**config.mk**
```make
export PLATFORM = sky130hd
export DESIGN_NAME = pifb_top
export DESIGN_NICKNAME = d
export VERILOG_FILES = /design/src/pifb_pkg.sv /design/src/pifb_top.sv
export SDC_FILE = /design/constraint.sdc
export NUM_CORES = 1
export LEC_CHECK = 0
export ABC_AREA = 1
export BUFFER_PORTS_ARGS = -buffer_cell sky130_fd_sc_hd__buf_2
export CORE_ASPECT_RATIO = 0.6
export CORE_MARGIN = 8
export CORE_UTILIZATION = 55
export CTS_CLUSTER_SIZE = 10
export DETAILED_ROUTE_END_ITERATION = 10
export HOLD_SLACK_MARGIN = 0.1
export PLACE_DENSITY = 0.85
export SYNTH_ARGS = -nofsm -noshare
export SYNTH_HDL_FRONTEND = slang
export SYNTH_SLANG_ARGS = --single-unit
```
**constraint.sdc**
```tcl
create_clock -name CLK_SYS_I -period 1.9 [get_ports CLK_SYS_I]
set_input_delay 0.475 -clock CLK_SYS_I [delete_from_list [all_inputs] [get_ports CLK_SYS_I]]
set_output_delay 0.475 -clock CLK_SYS_I [all_outputs]
set_load 0.005 [all_outputs]
```
**src/pifb_pkg.sv**
```systemverilog
package pifb_pkg;

  // =========================================================
  // register indices (byte address = index * 4)
  // =========================================================
  localparam logic [11:0] IDX_EXT_CORE_FLAGS = 12'hE33;
  localparam logic [11:0] IDX_CLOCK_ADC_EVENT_FLAGS = 12'hE34;
  localparam logic [11:0] IDX_ANALOG_EVENT_FLAGS = 12'hE35;
  localparam logic [11:0] IDX_SERIAL_LOW_CHANNEL_FLAGS = 12'hE36;
  localparam logic [11:0] IDX_SERIAL_HIGH_CHANNEL_FLAGS = 12'hE37;
  localparam logic [11:0] IDX_TIMER_MATCH_FLAGS = 12'hE38;
  localparam logic [11:0] IDX_EXT_PIN_SELECT0 = 12'hE40;
  localparam logic [11:0] IDX_IRQ_CONTROL = 12'hE44;
  localparam logic [11:0] IDX_PER_PIN_CHANGE_FLAGS = 12'hE45;

  // =========================================================
  // widths and field layout
  // =========================================================
  localparam int REG_W = 8;
  localparam int N_GPIO = 8;
  localparam int N_EXT = 4;
  localparam int SEL_W = 3;
  localparam int N_CMP = 3;
  localparam int N_SER = 5;
  localparam int N_TMR = 8;

  // first flag register
  localparam logic [7:0] EXT_RW_MASK = 8'h2F;
  localparam int BIT_PIN_CHANGE_SUM = 4;
  localparam int BIT_TMR0_OVF = 5;
  // second flag register
  localparam int BIT_OSC_FAIL = 7;
  localparam int BIT_CLK_SWITCH = 6;
  localparam int BIT_ADC_THRESH = 1;
  localparam int BIT_ADC_DONE = 0;
  localparam logic [7:0] CLOCK_ADC_RW_MASK = 8'hC3;
  // third flag register
  localparam int BIT_VOLT_DETECT = 7;
  localparam int BIT_ZERO_CROSS = 6;
  localparam logic [7:0] ANALOG_RW_MASK = 8'hC7;
  // fourth flag register: upper nibble mirrors serial buffers
  localparam logic [7:0] SERIAL_LOW_RW_MASK = 8'h0F;
  // control register
  localparam int BIT_PERIPH_ENABLE = 7;
  localparam logic [7:0] CONTROL_RESET = 8'h0F;
  localparam logic [7:0] FLAGS_RESET = 8'h00;
  localparam logic [2:0] SELECT_RESET = 3'h0;

  // =========================================================
  // event carriers, peripherals on the system clock
  // =========================================================
  typedef struct packed {
    logic osc_fail;
    logic clk_switch_ready;
    logic adc_thresh;
    logic adc_done;
    logic volt_detect;
    logic volt_detect_cfg;
    logic zero_cross_out;
    logic [N_CMP-1:0] cmp_out;
    logic [1:0] bus_collision;
    logic [1:0] sync_port_done;
    logic tmr0_ovf;
    logic [N_TMR-1:0] tmr_match;
  } pifb_evt_t;

  typedef struct packed {
    logic [N_SER-1:0] rx_full;
    logic [N_SER-1:0] tx_empty;
  } pifb_ser_t;

endpackage

```
**src/pifb_top.sv**
```systemverilog
// The Wishbone slave port was decided locally.
`timescale 1ns/1ps
// Operation
// - four external pin flags set on detected pin events, held until software clears
// - peripheral enable does not gate pin, pin change or timer0 requests
// - pin change summary is read-only, clears when all per-pin flags clear
// - each external interrupt input picks its pin by its own select register
// - oscillator fail flag bit 7 sets on failure, held until software clears
// - clock switch flag bit 6 sets when new oscillator ready, software clears
// - clock switch flag never wakes the device from sleep
// - adc threshold bit 1 and conversion done bit 0 set, software clears
// - voltage detect flag sets on event, reads zero when detector unconfigured
// - zero cross flag sets on any output change, held until cleared
// - comparator flags bits 0 to 2 set on output change, held until cleared
// - receive flags channels 1,2 reflect full buffer, cleared by data read
// - transmit flags channels 1,2 read one while buffer empty
// - bus collision flags bits 1 and 3 set on collision, software clears
// - sync port flags bits 0 and 2 set on transfer completion
// - fourth register: upper nibble read-only, lower read/write, reset zero
// - fifth register mirrors channels 3 to 5 receive/transmit, read-only
// - sixth register holds eight read/write timer match flags, reset zero
// - flags set on their condition regardless of any enable
module pifb_top
  import pifb_pkg::*;
(
  input wire logic CLK_SYS_I,
  input wire logic NRST_I,
  input wire logic CYC_I,
  input wire logic STB_I,
  input wire logic WE_I,
  input wire logic [15:0] ADR_I,
  input wire logic [31:0] DAT_I,
  input wire logic [3:0] SEL_I,
  output logic [31:0] DAT_O,
  output logic ACK_O,
  input wire logic [N_GPIO-1:0] GPIO_I,
  input wire pifb_evt_t EVT_I,
  input wire pifb_ser_t SER_I,
  output logic CORE_REQ_O,
  output logic WAKE_REQ_O
);

  // =========================================================
  // bus decode
  // =========================================================
  logic ack_ff;
  logic [REG_W-1:0] rdata_ff;
  logic [REG_W-1:0] nxt_rdata;
  wire logic [11:0] idx = ADR_I[13:2];
  wire logic in_range = (ADR_I[15:14] == 2'h0);
  wire logic req = CYC_I & STB_I & ~ack_ff;
  // writes take only the low byte lane
  wire logic wr = req & WE_I & SEL_I[0];
  wire logic [REG_W-1:0] wdat = DAT_I[REG_W-1:0];
  wire logic wr_ext = wr & in_range & (idx == IDX_EXT_CORE_FLAGS);
  wire logic wr_cka = wr & in_range & (idx == IDX_CLOCK_ADC_EVENT_FLAGS);
  wire logic wr_ana = wr & in_range & (idx == IDX_ANALOG_EVENT_FLAGS);
  wire logic wr_slo = wr & in_range & (idx == IDX_SERIAL_LOW_CHANNEL_FLAGS);
  wire logic wr_tmr = wr & in_range & (idx == IDX_TIMER_MATCH_FLAGS);
  wire logic wr_ctl = wr & in_range & (idx == IDX_IRQ_CONTROL);
  wire logic wr_ppc = wr & in_range & (idx == IDX_PER_PIN_CHANGE_FLAGS);

  // =========================================================
  // pin synchronisers and filters
  // =========================================================
  logic [N_GPIO-1:0] s1_ff;
  logic [N_GPIO-1:0] s2_ff;
  logic [N_GPIO-1:0] s3_ff;
  logic [N_GPIO-1:0] pin_ff;
  logic [N_GPIO-1:0] pin_rise;
  logic [N_GPIO-1:0] pin_fall;
  logic [N_GPIO-1:0] ppc_ff;
  logic [N_GPIO-1:0] nxt_ppc;

  genvar g;
  generate
    for (g = 0; g < N_GPIO; g++)
    begin : g_pin
      // a level counts only once two late stages agree, masking a metastable stage
      always_ff @(posedge CLK_SYS_I or negedge NRST_I)
      begin
        if (!NRST_I)
        begin
          s1_ff[g] <= 1'b0;
          s2_ff[g] <= 1'b0;
          s3_ff[g] <= 1'b0;
          pin_ff[g] <= 1'b0;
        end
        else
        begin
          s1_ff[g] <= GPIO_I[g];
          s2_ff[g] <= s1_ff[g];
          s3_ff[g] <= s2_ff[g];
          if (s2_ff[g] == s3_ff[g])
            pin_ff[g] <= s3_ff[g];
        end
      end
      assign pin_rise[g] = (s2_ff[g] == s3_ff[g]) & s3_ff[g] & ~pin_ff[g];
      assign pin_fall[g] = (s2_ff[g] == s3_ff[g]) & ~s3_ff[g] & pin_ff[g];
      // software writes zero to clear; a change in the same cycle survives
      assign nxt_ppc[g] = (pin_rise[g] | pin_fall[g])
        | (wr_ppc ? wdat[g] : ppc_ff[g]);
    end
  endgenerate

  // =========================================================
  // external pin events
  // =========================================================
  logic [SEL_W-1:0] ext_sel_ff [N_EXT];
  logic [REG_W-1:0] ctl_ff;
  logic [N_EXT-1:0] ext_set;

  generate
    for (g = 0; g < N_EXT; g++)
    begin : g_ext
      wire logic wr_sel = wr & in_range & (idx == IDX_EXT_PIN_SELECT0 + 12'(g));
      always_ff @(posedge CLK_SYS_I or negedge NRST_I)
      begin
        if (!NRST_I)
          ext_sel_ff[g] <= SELECT_RESET;
        else if (wr_sel)
          ext_sel_ff[g] <= wdat[SEL_W-1:0];
      end
      // edge select: one picks rising, zero falling
      assign ext_set[g] = ctl_ff[g] ? pin_rise[ext_sel_ff[g]]
        : pin_fall[ext_sel_ff[g]];
    end
  endgenerate

  // =========================================================
  // peripheral change detection
  // =========================================================
  logic zc_prev_ff;
  logic [N_CMP-1:0] cmp_prev_ff;
  wire logic zc_change = EVT_I.zero_cross_out ^ zc_prev_ff;
  wire logic [N_CMP-1:0] cmp_change = EVT_I.cmp_out ^ cmp_prev_ff;

  // =========================================================
  // flag next values: set | (write ? data : hold) on writable bits
  // =========================================================
  logic [REG_W-1:0] ext_ff;
  logic [REG_W-1:0] cka_ff;
  logic [REG_W-1:0] ana_ff;
  logic [REG_W-1:0] slo_ff;
  logic [REG_W-1:0] shi_ff;
  logic [REG_W-1:0] tmr_ff;
  logic [REG_W-1:0] ext_set_v;
  logic [REG_W-1:0] cka_set_v;
  logic [REG_W-1:0] ana_set_v;
  logic [REG_W-1:0] slo_set_v;
  logic [REG_W-1:0] nxt_ext;
  logic [REG_W-1:0] nxt_cka;
  logic [REG_W-1:0] nxt_ana;
  logic [REG_W-1:0] nxt_slo;
  logic [REG_W-1:0] nxt_shi;
  logic [REG_W-1:0] nxt_tmr;
  logic [REG_W-1:0] nxt_ctl;

  // sets ignore every enable so software can poll
  assign ext_set_v = {2'h0, EVT_I.tmr0_ovf, 1'b0, ext_set};
  assign cka_set_v = {EVT_I.osc_fail, EVT_I.clk_switch_ready,
    4'h0, EVT_I.adc_thresh, EVT_I.adc_done};
  assign ana_set_v = {EVT_I.volt_detect, zc_change, 3'h0, cmp_change};
  assign slo_set_v = {4'h0, EVT_I.bus_collision[1], EVT_I.sync_port_done[1],
    EVT_I.bus_collision[0], EVT_I.sync_port_done[0]};

  // summary bit is a pure function of the per-pin flags; writes land nowhere
  assign nxt_ext = (ext_set_v | (wr_ext ? (wdat & EXT_RW_MASK) : (ext_ff & EXT_RW_MASK)))
    & EXT_RW_MASK | ({7'h0, |nxt_ppc} << BIT_PIN_CHANGE_SUM);
  assign nxt_cka = (cka_set_v | (wr_cka ? wdat : cka_ff)) & CLOCK_ADC_RW_MASK;
  // an unconfigured detector forces its flag to zero
  assign nxt_ana = ((ana_set_v | (wr_ana ? wdat : ana_ff)) & ANALOG_RW_MASK)
    & ~({7'h0, ~EVT_I.volt_detect_cfg} << BIT_VOLT_DETECT);
  // upper nibble follows the buffers: full rx / empty tx, channels 2,1
  assign nxt_slo = {SER_I.rx_full[1], SER_I.tx_empty[1],
    SER_I.rx_full[0], SER_I.tx_empty[0],
    (slo_set_v[3:0] | (wr_slo ? wdat[3:0] : slo_ff[3:0]))};
  assign nxt_shi = {2'h0, SER_I.rx_full[4], SER_I.tx_empty[4],
    SER_I.rx_full[3], SER_I.tx_empty[3], SER_I.rx_full[2], SER_I.tx_empty[2]};
  assign nxt_tmr = EVT_I.tmr_match | (wr_tmr ? wdat : tmr_ff);
  assign nxt_ctl = wr_ctl ? wdat : ctl_ff;

  // =========================================================
  // read mux
  // =========================================================
  always_comb
  begin
    nxt_rdata = FLAGS_RESET;
    if (in_range)
    begin
      case (idx)
        IDX_EXT_CORE_FLAGS: nxt_rdata = ext_ff;
        IDX_CLOCK_ADC_EVENT_FLAGS: nxt_rdata = cka_ff;
        IDX_ANALOG_EVENT_FLAGS: nxt_rdata = ana_ff;
        IDX_SERIAL_LOW_CHANNEL_FLAGS: nxt_rdata = slo_ff;
        IDX_SERIAL_HIGH_CHANNEL_FLAGS: nxt_rdata = shi_ff;
        IDX_TIMER_MATCH_FLAGS: nxt_rdata = tmr_ff;
        IDX_IRQ_CONTROL: nxt_rdata = ctl_ff;
        IDX_PER_PIN_CHANGE_FLAGS: nxt_rdata = ppc_ff;
        default:
        begin
          if (idx[11:2] == IDX_EXT_PIN_SELECT0[11:2])
            nxt_rdata = {5'h0, ext_sel_ff[idx[1:0]]};
        end
      endcase
    end
  end

  // =========================================================
  // flag registers, one short process each
  // =========================================================
  // first register: pin flags, summary, timer0
  always_ff @(posedge CLK_SYS_I or negedge NRST_I)
  begin
    if (!NRST_I)
      ext_ff <= FLAGS_RESET;
    else
      ext_ff <= nxt_ext;
  end

  // clock and converter events
  always_ff @(posedge CLK_SYS_I or negedge NRST_I)
  begin
    if (!NRST_I)
      cka_ff <= FLAGS_RESET;
    else
      cka_ff <= nxt_cka;
  end

  // analog events
  always_ff @(posedge CLK_SYS_I or negedge NRST_I)
  begin
    if (!NRST_I)
      ana_ff <= FLAGS_RESET;
    else
      ana_ff <= nxt_ana;
  end

  // serial channels 1 and 2, sync ports
  always_ff @(posedge CLK_SYS_I or negedge NRST_I)
  begin
    if (!NRST_I)
      slo_ff <= FLAGS_RESET;
    else
      slo_ff <= nxt_slo;
  end

  // serial channels 3 to 5, pure mirror
  always_ff @(posedge CLK_SYS_I or negedge NRST_I)
  begin
    if (!NRST_I)
      shi_ff <= FLAGS_RESET;
    else
      shi_ff <= nxt_shi;
  end

  // timer match flags
  always_ff @(posedge CLK_SYS_I or negedge NRST_I)
  begin
    if (!NRST_I)
      tmr_ff <= FLAGS_RESET;
    else
      tmr_ff <= nxt_tmr;
  end

  // per-pin change flags
  always_ff @(posedge CLK_SYS_I or negedge NRST_I)
  begin
    if (!NRST_I)
      ppc_ff <= FLAGS_RESET;
    else
      ppc_ff <= nxt_ppc;
  end

  // =========================================================
  // control and change history
  // =========================================================
  // edge selects reset to rising, peripheral enable off
  always_ff @(posedge CLK_SYS_I or negedge NRST_I)
  begin
    if (!NRST_I)
      ctl_ff <= CONTROL_RESET;
    else
      ctl_ff <= nxt_ctl;
  end

  // history starts low: a source already high after reset counts as a change
  always_ff @(posedge CLK_SYS_I or negedge NRST_I)
  begin
    if (!NRST_I)
    begin
      zc_prev_ff <= 1'b0;
      cmp_prev_ff <= '0;
    end
    else
    begin
      zc_prev_ff <= EVT_I.zero_cross_out;
      cmp_prev_ff <= EVT_I.cmp_out;
    end
  end

  // =========================================================
  // bus answer
  // =========================================================
  // ack one cycle after the request; the mask on req keeps it a pulse
  always_ff @(posedge CLK_SYS_I or negedge NRST_I)
  begin
    if (!NRST_I)
      ack_ff <= 1'b0;
    else
      ack_ff <= req;
  end

  // read data registered every cycle from the live register, so it follows flag changes while the request stands
  always_ff @(posedge CLK_SYS_I or negedge NRST_I)
  begin
    if (!NRST_I)
      rdata_ff <= FLAGS_RESET;
    else
      rdata_ff <= nxt_rdata;
  end

  assign ACK_O = ack_ff;
  assign DAT_O = {24'h0, rdata_ff};

  // =========================================================
  // requests towards the core
  // =========================================================
  wire logic direct_req = |(ext_ff & EXT_RW_MASK) | ext_ff[BIT_PIN_CHANGE_SUM];
  wire logic [REG_W-1:0] cka_wake = cka_ff & ~(8'h01 << BIT_CLK_SWITCH);
  wire logic periph_any = |{cka_ff, ana_ff, slo_ff, shi_ff, tmr_ff};
  wire logic periph_wake = |{cka_wake, ana_ff, slo_ff, shi_ff, tmr_ff};

  // pin, pin change and timer0 requests bypass the peripheral enable
  assign CORE_REQ_O = direct_req | (ctl_ff[BIT_PERIPH_ENABLE] & periph_any);
  // a pending clock switch alone must leave the core asleep
  assign WAKE_REQ_O = direct_req | periph_wake;

endmodule // pifb_top

```
* Word-level counts from Yosys, hierarchy flattened *
Cells that the tools add are included.

storage, ports and cells
  bits in registers = 113
  bits of input ports = 98
  output and inout bits = 35
  logic and storage cells = 215

operators by class
  bitwise operators = 97
  reduce and logical (&&, ||, !) cells = 5
  magnitude comparators = 5
  equal/unequal tests = 21
  mux-type cells = 39

operators by type and width
  cell                                                                  count
  12-bit == test, second input constant                                 12
  8-bit case mux with 8 select lines                                    1
  1-bit AND                                                             49
  34-bit OR reduction                                                   1
  33-bit OR reduction                                                   1
  8-bit 2-to-1 mux                                                      4
  1-bit binary-select mux with 3-bit select                             8
  8-bit OR                                                              3
  1-bit 2-to-1 mux                                                      20
  1-bit OR                                                              19
  1-bit NOT                                                             18
  3-bit by 4-bit < comparator with 1-bit output, second input constant  4
  10-bit == test, second input constant                                 1
  3-bit 2-to-1 mux                                                      3
  8-bit AND                                                             1
  1-bit == test                                                         8
  8-bit NOT                                                             1
  8-bit OR reduction                                                    1
  3-bit binary-select mux with 2-bit select                             1
  6-bit 2-to-1 mux                                                      1
  6-bit by 5-bit OR with 6-bit output                                   1
  6-bit OR                                                              1
  5-bit OR reduction                                                    1
  4-bit 2-to-1 mux                                                      1
  6 further kinds                                                       6

* Longest topological paths before layout *
Gate-level depths: netlist of run 1.

  depth after elaboration = 10
  mapped depth = 12

* Worst setup path after synthesis of run 1 *
OpenSTA, ideal clock, no wires.

  path type = input-to-reg
  start point = in ADR_I[5]
  end point = reg ctl_ff[4]
  path slack = 0.275 ns
  library setup time = 0.125 ns
  path buffers = 0
  arrival = 1.500 ns
  stages = 7
  required time = 1.775 ns
  cell sequence = inv_1 -> nand2_2 -> nor2_1 -> inv_2 -> nor2_8 -> nand2_4 -> mux2_4

on the way
  cells in the longest elaborated chain, start to end = 2

ends and longest elaborated chain
  element                 line             text
  start: declaration      pifb_top.sv:31   input wire logic [15:0] ADR_I,
  12-bit == test          pifb_top.sv:60   wire logic wr_ctl = wr & in_range & (idx == IDX_IRQ_CONTROL);
  1-bit AND               pifb_top.sv:60
  end signal: assignment  pifb_top.sv:284  ctl_ff <= nxt_ctl;
  end: declaration        pifb_top.sv:110  logic [REG_W-1:0] ctl_ff;

Every way passes these cells.
A chain may end at the register's enable or synchronous reset.

* Worst setup path in the final report of run 1 *
  start point = reg tmr_ff[0]
  end point = out WAKE_REQ_O

on the way
  cells in the longest elaborated chain, start to end = 2

ends and longest elaborated chain
  element                   line             text
  start: declaration        pifb_top.sv:146  logic [REG_W-1:0] tmr_ff;
  start signal: assignment  pifb_top.sv:263  tmr_ff <= nxt_tmr;
  33-bit OR reduction       pifb_top.sv:332  wire logic periph_wake = |{cka_wake, ana_ff, slo_ff, shi_ff, tmr_ff};
  1-bit OR                  pifb_top.sv:337  assign WAKE_REQ_O = direct_req | periph_wake;
  end: declaration          pifb_top.sv:40   output logic WAKE_REQ_O

Every way passes these cells.

==> metrics.md, run 1 <==
| Metric | Value |
|---|---|
| Inserted Clock Buffers | `9` |
| Worst setup SP type | `register` |
| Final Worst Setup Slack | `-0.322 ns` |
| Final min period | `2.22 ns` |
| Cell family with most CP delay | `simple AND/OR/NAND/NOR gates` |
| CTS tree | `yes` |
| Core ar. | `10600 um^2` |
| DRT Pass-1 Iters | `6` |
| Compound-Gate Fraction of Synth Area | `10.9%` |
| Synth Cell Area | `6000 um^2` |
| Via/cell ratio | `5.52` |
| Placed Cells | `995` |
| Die Height | `96.9 um` |
| Diodes inserted | `0` |
| Fraction of layout cells with a size suffix above 1 | `20.8%` |
| Hold Crit Class | `input port to async pin` |
| Post-route ant nets | `0` |
| Site Rows | `29` |
| Critical-path cell list | `nor4_2 -> buf_4 -> nand4_1 -> or2_4 -> buf_6` |
| CP Max Fanout | `2` |
| Slowest-stage cell, CP | `dfrtp_1` |
| Util after Layout | `67.6%` |
| Hold Vio Cnt, Final | `0` |
| Post-CTS Hold Buffers | `0` |
| Power Density | `665 nW/um^2` |
| Critical path class | `register to output pin` |
| Max-capacitance violation count | `0` |
| Post-Synth Adder-Cell Area | `3.34%` |
| Weighted congestion at the end of routability-driven global placement | `0.977` |
| Clock transition at the registers of the reported paths | `0.08 ns` |
| Clk buf depth | `2` |
| Starting Density | `56.6%` |
| Post-synth EDFFs | `0` |
| Most numerous cell in the Yosys netlist | `nand2_1` |
| Post-synthesis mux area share | `0.250%` |
| Crit. End Element | `output pin` |
| Seq/Total Area, Yosys | `45.9%` |
| YS warnings | `0` |
| Clock skew | `0.0111 ns` |
| DRC | `0` |
| Number of global-route vias before repair | `5361` |
| Yosys reg bits | `110` |
| Max VDD drop | `552 uV` |
| DR WL/cell | `17.0 um` |
| IO Count | `133` |
| Area share of the largest cell type after synthesis | `44.2%` |
| CTS Sinks | `110` |
| Clock Latency Late Sink | `0.36 ns` |
| Post-layout net count | `982` |
| Async S/R FF share, synth | `100%` |
| First-pass GRT wire length | `27400 um` |
| Routed vias | `5588` |
| Failing checks | `negative setup slack` |
| DRT iter0 DRCs | `604` |
| Lkg Pwr | `3.82 nW` |
| Predominant post-synthesis flop cell | `dfrtp_1` |
| Tcrit/Tclk final | `117%` |
| Largest family of logic cells by synthesized area | `simple AND/OR/NAND/NOR gates` |
| Synth-to-Final Area Change | `19.4%` |
| Global Route Usage Sum | `23.8%` |
| Max Transition Viols Final | `0` |
| Required @ worst endpoint | `1.42 ns` |
| Number of port buffers | `79` |
| Post-Synth XOR/XNOR Area | `0.584%` |
| Die X | `151 um` |
| FMAX | `0.450 GHz` |
| HPWL after DPL | `13200 um` |
| RSZ-0062 raised after global routing | `true` |
| Final setup viols | `2` |
| CP peak stage delay | `0.40 ns` |
| Pre-CTS setup slack | `-0.0903 ns` |
| Clock root cell | `clkbuf_16` |
| Commonest cells in the netlist | `172 x nand2_1, 106 x dfrtp_1, 103 x inv_1` |
| Mean area per synthesized cell | `8.10 um^2` |
| Synth Area in Simple Gates | `28.1%` |
| Area leader, netlist | `dfrtp_1` |
| Distinct cells, synth | `41` |
| Largest net degree at the start of global routing | `111` |
| Status | `finished with violations` |
| Overall power | `4.76 mW` |
| Full die area | `14600 um^2` |
| Least-Margin Pin Slew | `0.611 ns` |
| Total negative slack | `-0.615 ns` |
| Slew margin rel. | `59.3%` |
| Post-synthesis cell count | `741` |
| Area contributors post-synth | `dfrtp_1 44%, nand2_1 11%, inv_1 6.4%, nand3_1 4.8%, o21ai_0 4.6%` |
| Critical Path AT | `1.75 ns` |
| Remaining global-route overflow | `0` |
| Final Instance Count excl. Fillers | `1012` |
| H-tree Lvls | `3` |
| Bufs and invs on worst path | `2` |
| Initial antenna violation count | `0` |
| WL final | `17200 um` |
==> through the flow <==
step,hold slack (ns),instance area [um^2]
3_3_place_gp,0.333,6820
6_report,0.153,7160
5_1_grt,0.204,7160
2_1_floorplan,0.179,6090
4_1_cts,0.207,7140
3_5_place_dp,0.335,6820
==> placed cells by master (no fill, tap or decap), types with 3 or more instances in the layout <==
master / n
buf_2: 77
nand2_4: 3
nand2_2: 4
nor2_8: 5
o211ai_1: 16
xnor2_1: 4
a21oi_1: 23
nand3_1: 56
dfrtp_1: 106
o21ai_1: 6
nor2_1: 60
clkbuf_16: 9
ha_1: 16
nand4_1: 14
conb_1: 24
nor4_1: 4
nor2_4: 6
inv_1: 103
inv_2: 3
and2_1: 4
nand2_1: 172
nor3_1: 6
dfstp_2: 4
buf_4: 45
nand3b_1: 3
o21ai_0: 55
a31oi_1: 8
buf_12: 4
a22oi_1: 6
==> power by group <==
group / internal, mW / total, mW / switching, mW
Clock: 0.926 / 1.86 / 0.938
Combinational: 0.158 / 0.441 / 0.283
Sequential: 2.41 / 2.46 / 0.0479
Total: 3.49 / 4.76 / 1.27
==> logic make-up (layout without fill, tap and decap cells) <==
kind of cell,Yosys count,after routing
simple gates,350,350
buf+inv,142,251
compound gates,117,117
flops,110,110
fa+ha+maj,16,16
xor+xnor,4,4
other cells,1,24
mux,1,1
==> timing repair <==
action	in CTS	in global routing
pin swaps	1	1
resized for setup	4	3
endpoints found under the setup margin	2	3
buffers inserted	0	1
hold endpoints to repair	0	0
==> path summary, 6_finish.rpt <==
path	startpoint	endpoint	slack (ns)	depth (start not counted)
setup / recovery	tmr_ff[0]	WAKE_REQ_O	-0.32	5
hold / removal	NRST_I	rdata_ff[1]	0.15	2
setup reg to reg	ACK_O	ext_ff[4]	0.18	10
hold reg to reg	s1_ff[3]	s2_ff[3]	0.35	0
max in group asynchronous	NRST_I	shi_ff[1]	1.25	2
min in group CLK_SYS_I	SER_I[1]	slo_ff[6]	0.21	1
==> per-layer routing <==
metal	GRT usage, %	up-vias	part of all wire [%]
met3	9.44	25	16
met4	5.30	0	1.2
li1	-	2605	-
met5	0	-	0
met1	35.3	2601	43
met2	31.5	357	40
==> state kept, by name, indices dropped and copies added (netlist names) <==
signal and cells:
ACK_O 1, ana_ff 5, cka_ff 4, cmp_prev_ff 3, ctl_ff 8, ext_ff 6, ext_sel_ff 12, pin_ff 8
ppc_ff 8, rdata_ff 8, s1_ff 8, s2_ff 8, s3_ff 8, shi_ff 6, slo_ff 8, tmr_ff 8
zc_prev_ff 1
==> final cells by class <==
cell class,count,area [um^2]
multi-input combinational,512,2720
sequential,110,2760
clock buffer,10,229
clock inverter,6,62.6
tap,139,174
timing repair buffer,127,815
inverter,108,408
fill,859,3430
(Power assumes the default switching activity.)
==> run 2: changes to the inputs <==
==> constraint.sdc (replaced) <==
create_clock -name CLK_SYS_I -period 2.4 [get_ports CLK_SYS_I]
set_input_delay 0.6 -clock CLK_SYS_I [delete_from_list [all_inputs] [get_ports CLK_SYS_I]]
set_output_delay 0.6 -clock CLK_SYS_I [all_outputs]
set_load 0.005 [all_outputs]
==> metrics.md, run 2 (synthesis results as in run 1) <==
| Metric | Value |
|---|---|
| Slowest-stage cell, CP | `dfrtp_1` |
| Critical path class | `register to output pin` |
| Number of port buffers | `79` |
| Max-capacitance violation count | `0` |
| Die X | `151 um` |
| Crit. End Element | `output pin` |
| Clock transition at the registers of the reported paths | `0.08 ns` |
| Combinational share of power | `9.0%` |
| Overall power | `3.80 mW` |
| CTS Sinks | `110` |
| Routed vias | `5421` |
| Least-Margin Pin Slew | `0.499 ns` |
| Most frequent cells in the layout | `172 x nand2_1, 105 x dfrtp_1, 103 x inv_1` |
| Starting Density | `56.6%` |
| Post-CTS Hold Buffers | `0` |
| Post-layout net count | `946` |
| Slew margin rel. | `66.6%` |
| Diodes inserted | `0` |
| Critical-path cell list | `nor4_4 -> nand4_1 -> or2_4 -> buf_2` |
| DR WL/cell | `17.2 um` |
| Design Area, Final | `6880 um^2` |
| Sequential power share | `51.1%` |
| Area after DPL | `6520 um^2` |
| R2R Path Start | `ACK_O` |
| Util after Layout | `65.0%` |
| Hold Crit Class | `input port to async pin` |
| Top reg by flops | `ext_sel_ff` |
| CP Max Fanout | `2` |
| Via/cell ratio | `5.55` |
| Clock skew | `0.00974 ns` |
| First-pass GRT wire length | `27300 um` |
| Synth-to-Final Area Change | `14.7%` |
| Global Route Usage Sum | `23.5%` |
| Number of flip-flops in the largest register | `12` |
| CTS tree | `yes` |
| Sw Share | `27.2%` |
| Weighted congestion at the end of routability-driven global placement | `0.975` |
| DRT Pass-1 Iters | `5` |
| Tcrit/Tclk final | `99.4%` |
| Cell family with most CP delay | `simple AND/OR/NAND/NOR gates` |
| Core ar. | `10600 um^2` |
| Hold Vio Cnt, Final | `0` |
| Required @ worst endpoint | `1.80 ns` |
| WL final | `16800 um` |
| Clock Latency Late Sink | `0.36 ns` |
| Max Transition Viols Final | `0` |
| Final Instance Count excl. Fillers | `976` |
| Worst path depth | `4` |
| Remaining global-route overflow | `0` |
| Max VDD drop | `370 uV` |
| Status | `completed` |
| Full die area | `14600 um^2` |
| Final setup viols | `0` |
| Initial antenna violation count | `0` |
| CP Launch Point | `slo_ff[7]` |
| Reg2reg setup slack | `0.66 ns` |
| Clk buf depth | `2` |
| FMAX | `0.419 GHz` |
| DRC | `0` |
| Switch Pwr | `1.03 mW` |
| Final min period | `2.38 ns` |
| Clock root cell | `clkbuf_16` |
| IO Count | `133` |
| Fraction of layout cells with a size suffix above 1 | `17.9%` |
| Placed Cells | `959` |
| Crit path to | `WAKE_REQ_O` |
| DRT iter0 DRCs | `609` |
| Clock power share | `39.9%` |
| Hold_ws | `0.139 ns` |
| Post-route ant nets | `0` |
| Pre-CTS setup slack | `0.215 ns` |
| Bufs and invs on worst path | `1` |
| Reg2reg end | `ana_ff[7]` |
| H-tree Lvls | `3` |
| Number of filler cells placed in the layout | `868` |
| Total negative slack | `0 ns` |
| Worst setup SP type | `register` |
| Number of global-route vias before repair | `5255` |
| Largest net degree at the start of global routing | `50` |
| Die Height | `96.9 um` |
| Inserted Clock Buffers | `9` |
| Site Rows | `29` |
| CP peak stage delay | `0.42 ns` |
| Final Worst Setup Slack | `0.0154 ns` |
| Commonest non-fill, non-tap cell in the layout | `nand2_1` |
| HPWL after DPL | `12900 um` |
| Lkg Pwr | `3.66 nW` |
| R2R depth | `10` |
| Int Pwr | `2.77 mW` |
| Critical Path AT | `1.78 ns` |
| Power Density | `552 nW/um^2` |
==> run 2: cell types whose count changed in the layout (fill, tap and decap cells not counted), sizes merged <==
cell and delta:
clkinv +1, clkbuf -1, buf -36
==> run 2: worst min-delay path by stage <==
stage	start	to	slack, ns	depth (start not counted)
floorplan	NRST_I	ACK_O	0.30	0
global placement	s1_ff[5]	s2_ff[5]	0.33	0
detailed placement	s1_ff[4]	s2_ff[4]	0.33	0
CTS	NRST_I	s3_ff[5]	0.14	1
global route	NRST_I	s3_ff[5]	0.16	1
finish	NRST_I	s2_ff[1]	0.14	1
==> run 2: routing by layer <==
layer	wire (um)	GRT usage [%]	vias up
met5	0	0	-
met3	2520	8.84	15
met1	7590	36.0	2519
met2	6590	30.2	344
met4	137	5.00	0
li1	-	-	2543
==> run 2: worst register-to-register path: stages (launching register included) <==
cell and delay [ns]:
dfrtp_1 0.38, inv_1 0.05, nand3_1 0.18, nor2_8 0.18, buf_4 0.31, nand3_2 0.27
nor2_1 0.15, nor2_1 0.05, nand2_1 0.05, nand2_1 0.04, inv_1 0.04
==> run 2: layout make-up <==
type / instances / area [um^2] / share of cell area, %
inverter: 108 / 408 / 5.93
timing repair buffer: 91 / 500 / 7.27
sequential: 110 / 2760 / 40.1
clock inverter: 7 / 77.6 / 1.13
clock buffer: 9 / 225 / 3.27
multi-input combinational: 512 / 2740 / 39.8
tap: 139 / 174 / 2.53
==> run 2: repair_timing <==
item	in CTS	in global routing
pin swaps	0	2
setup buffers	0	1
resized for setup	2	8
setup endpoints to repair	1	2
==> run 2: power groups by stage <==
stage          combinational (mW)  clock, mW  sequential (mW)
5_1_grt                     0.389       1.60             1.95
4_1_cts                     0.337       1.53             1.94
6_report                    0.341       1.52             1.94
3_5_place_dp                0.334          0             1.98
2_1_floorplan               0.197          0             1.97
3_3_place_gp                0.327          0             1.98
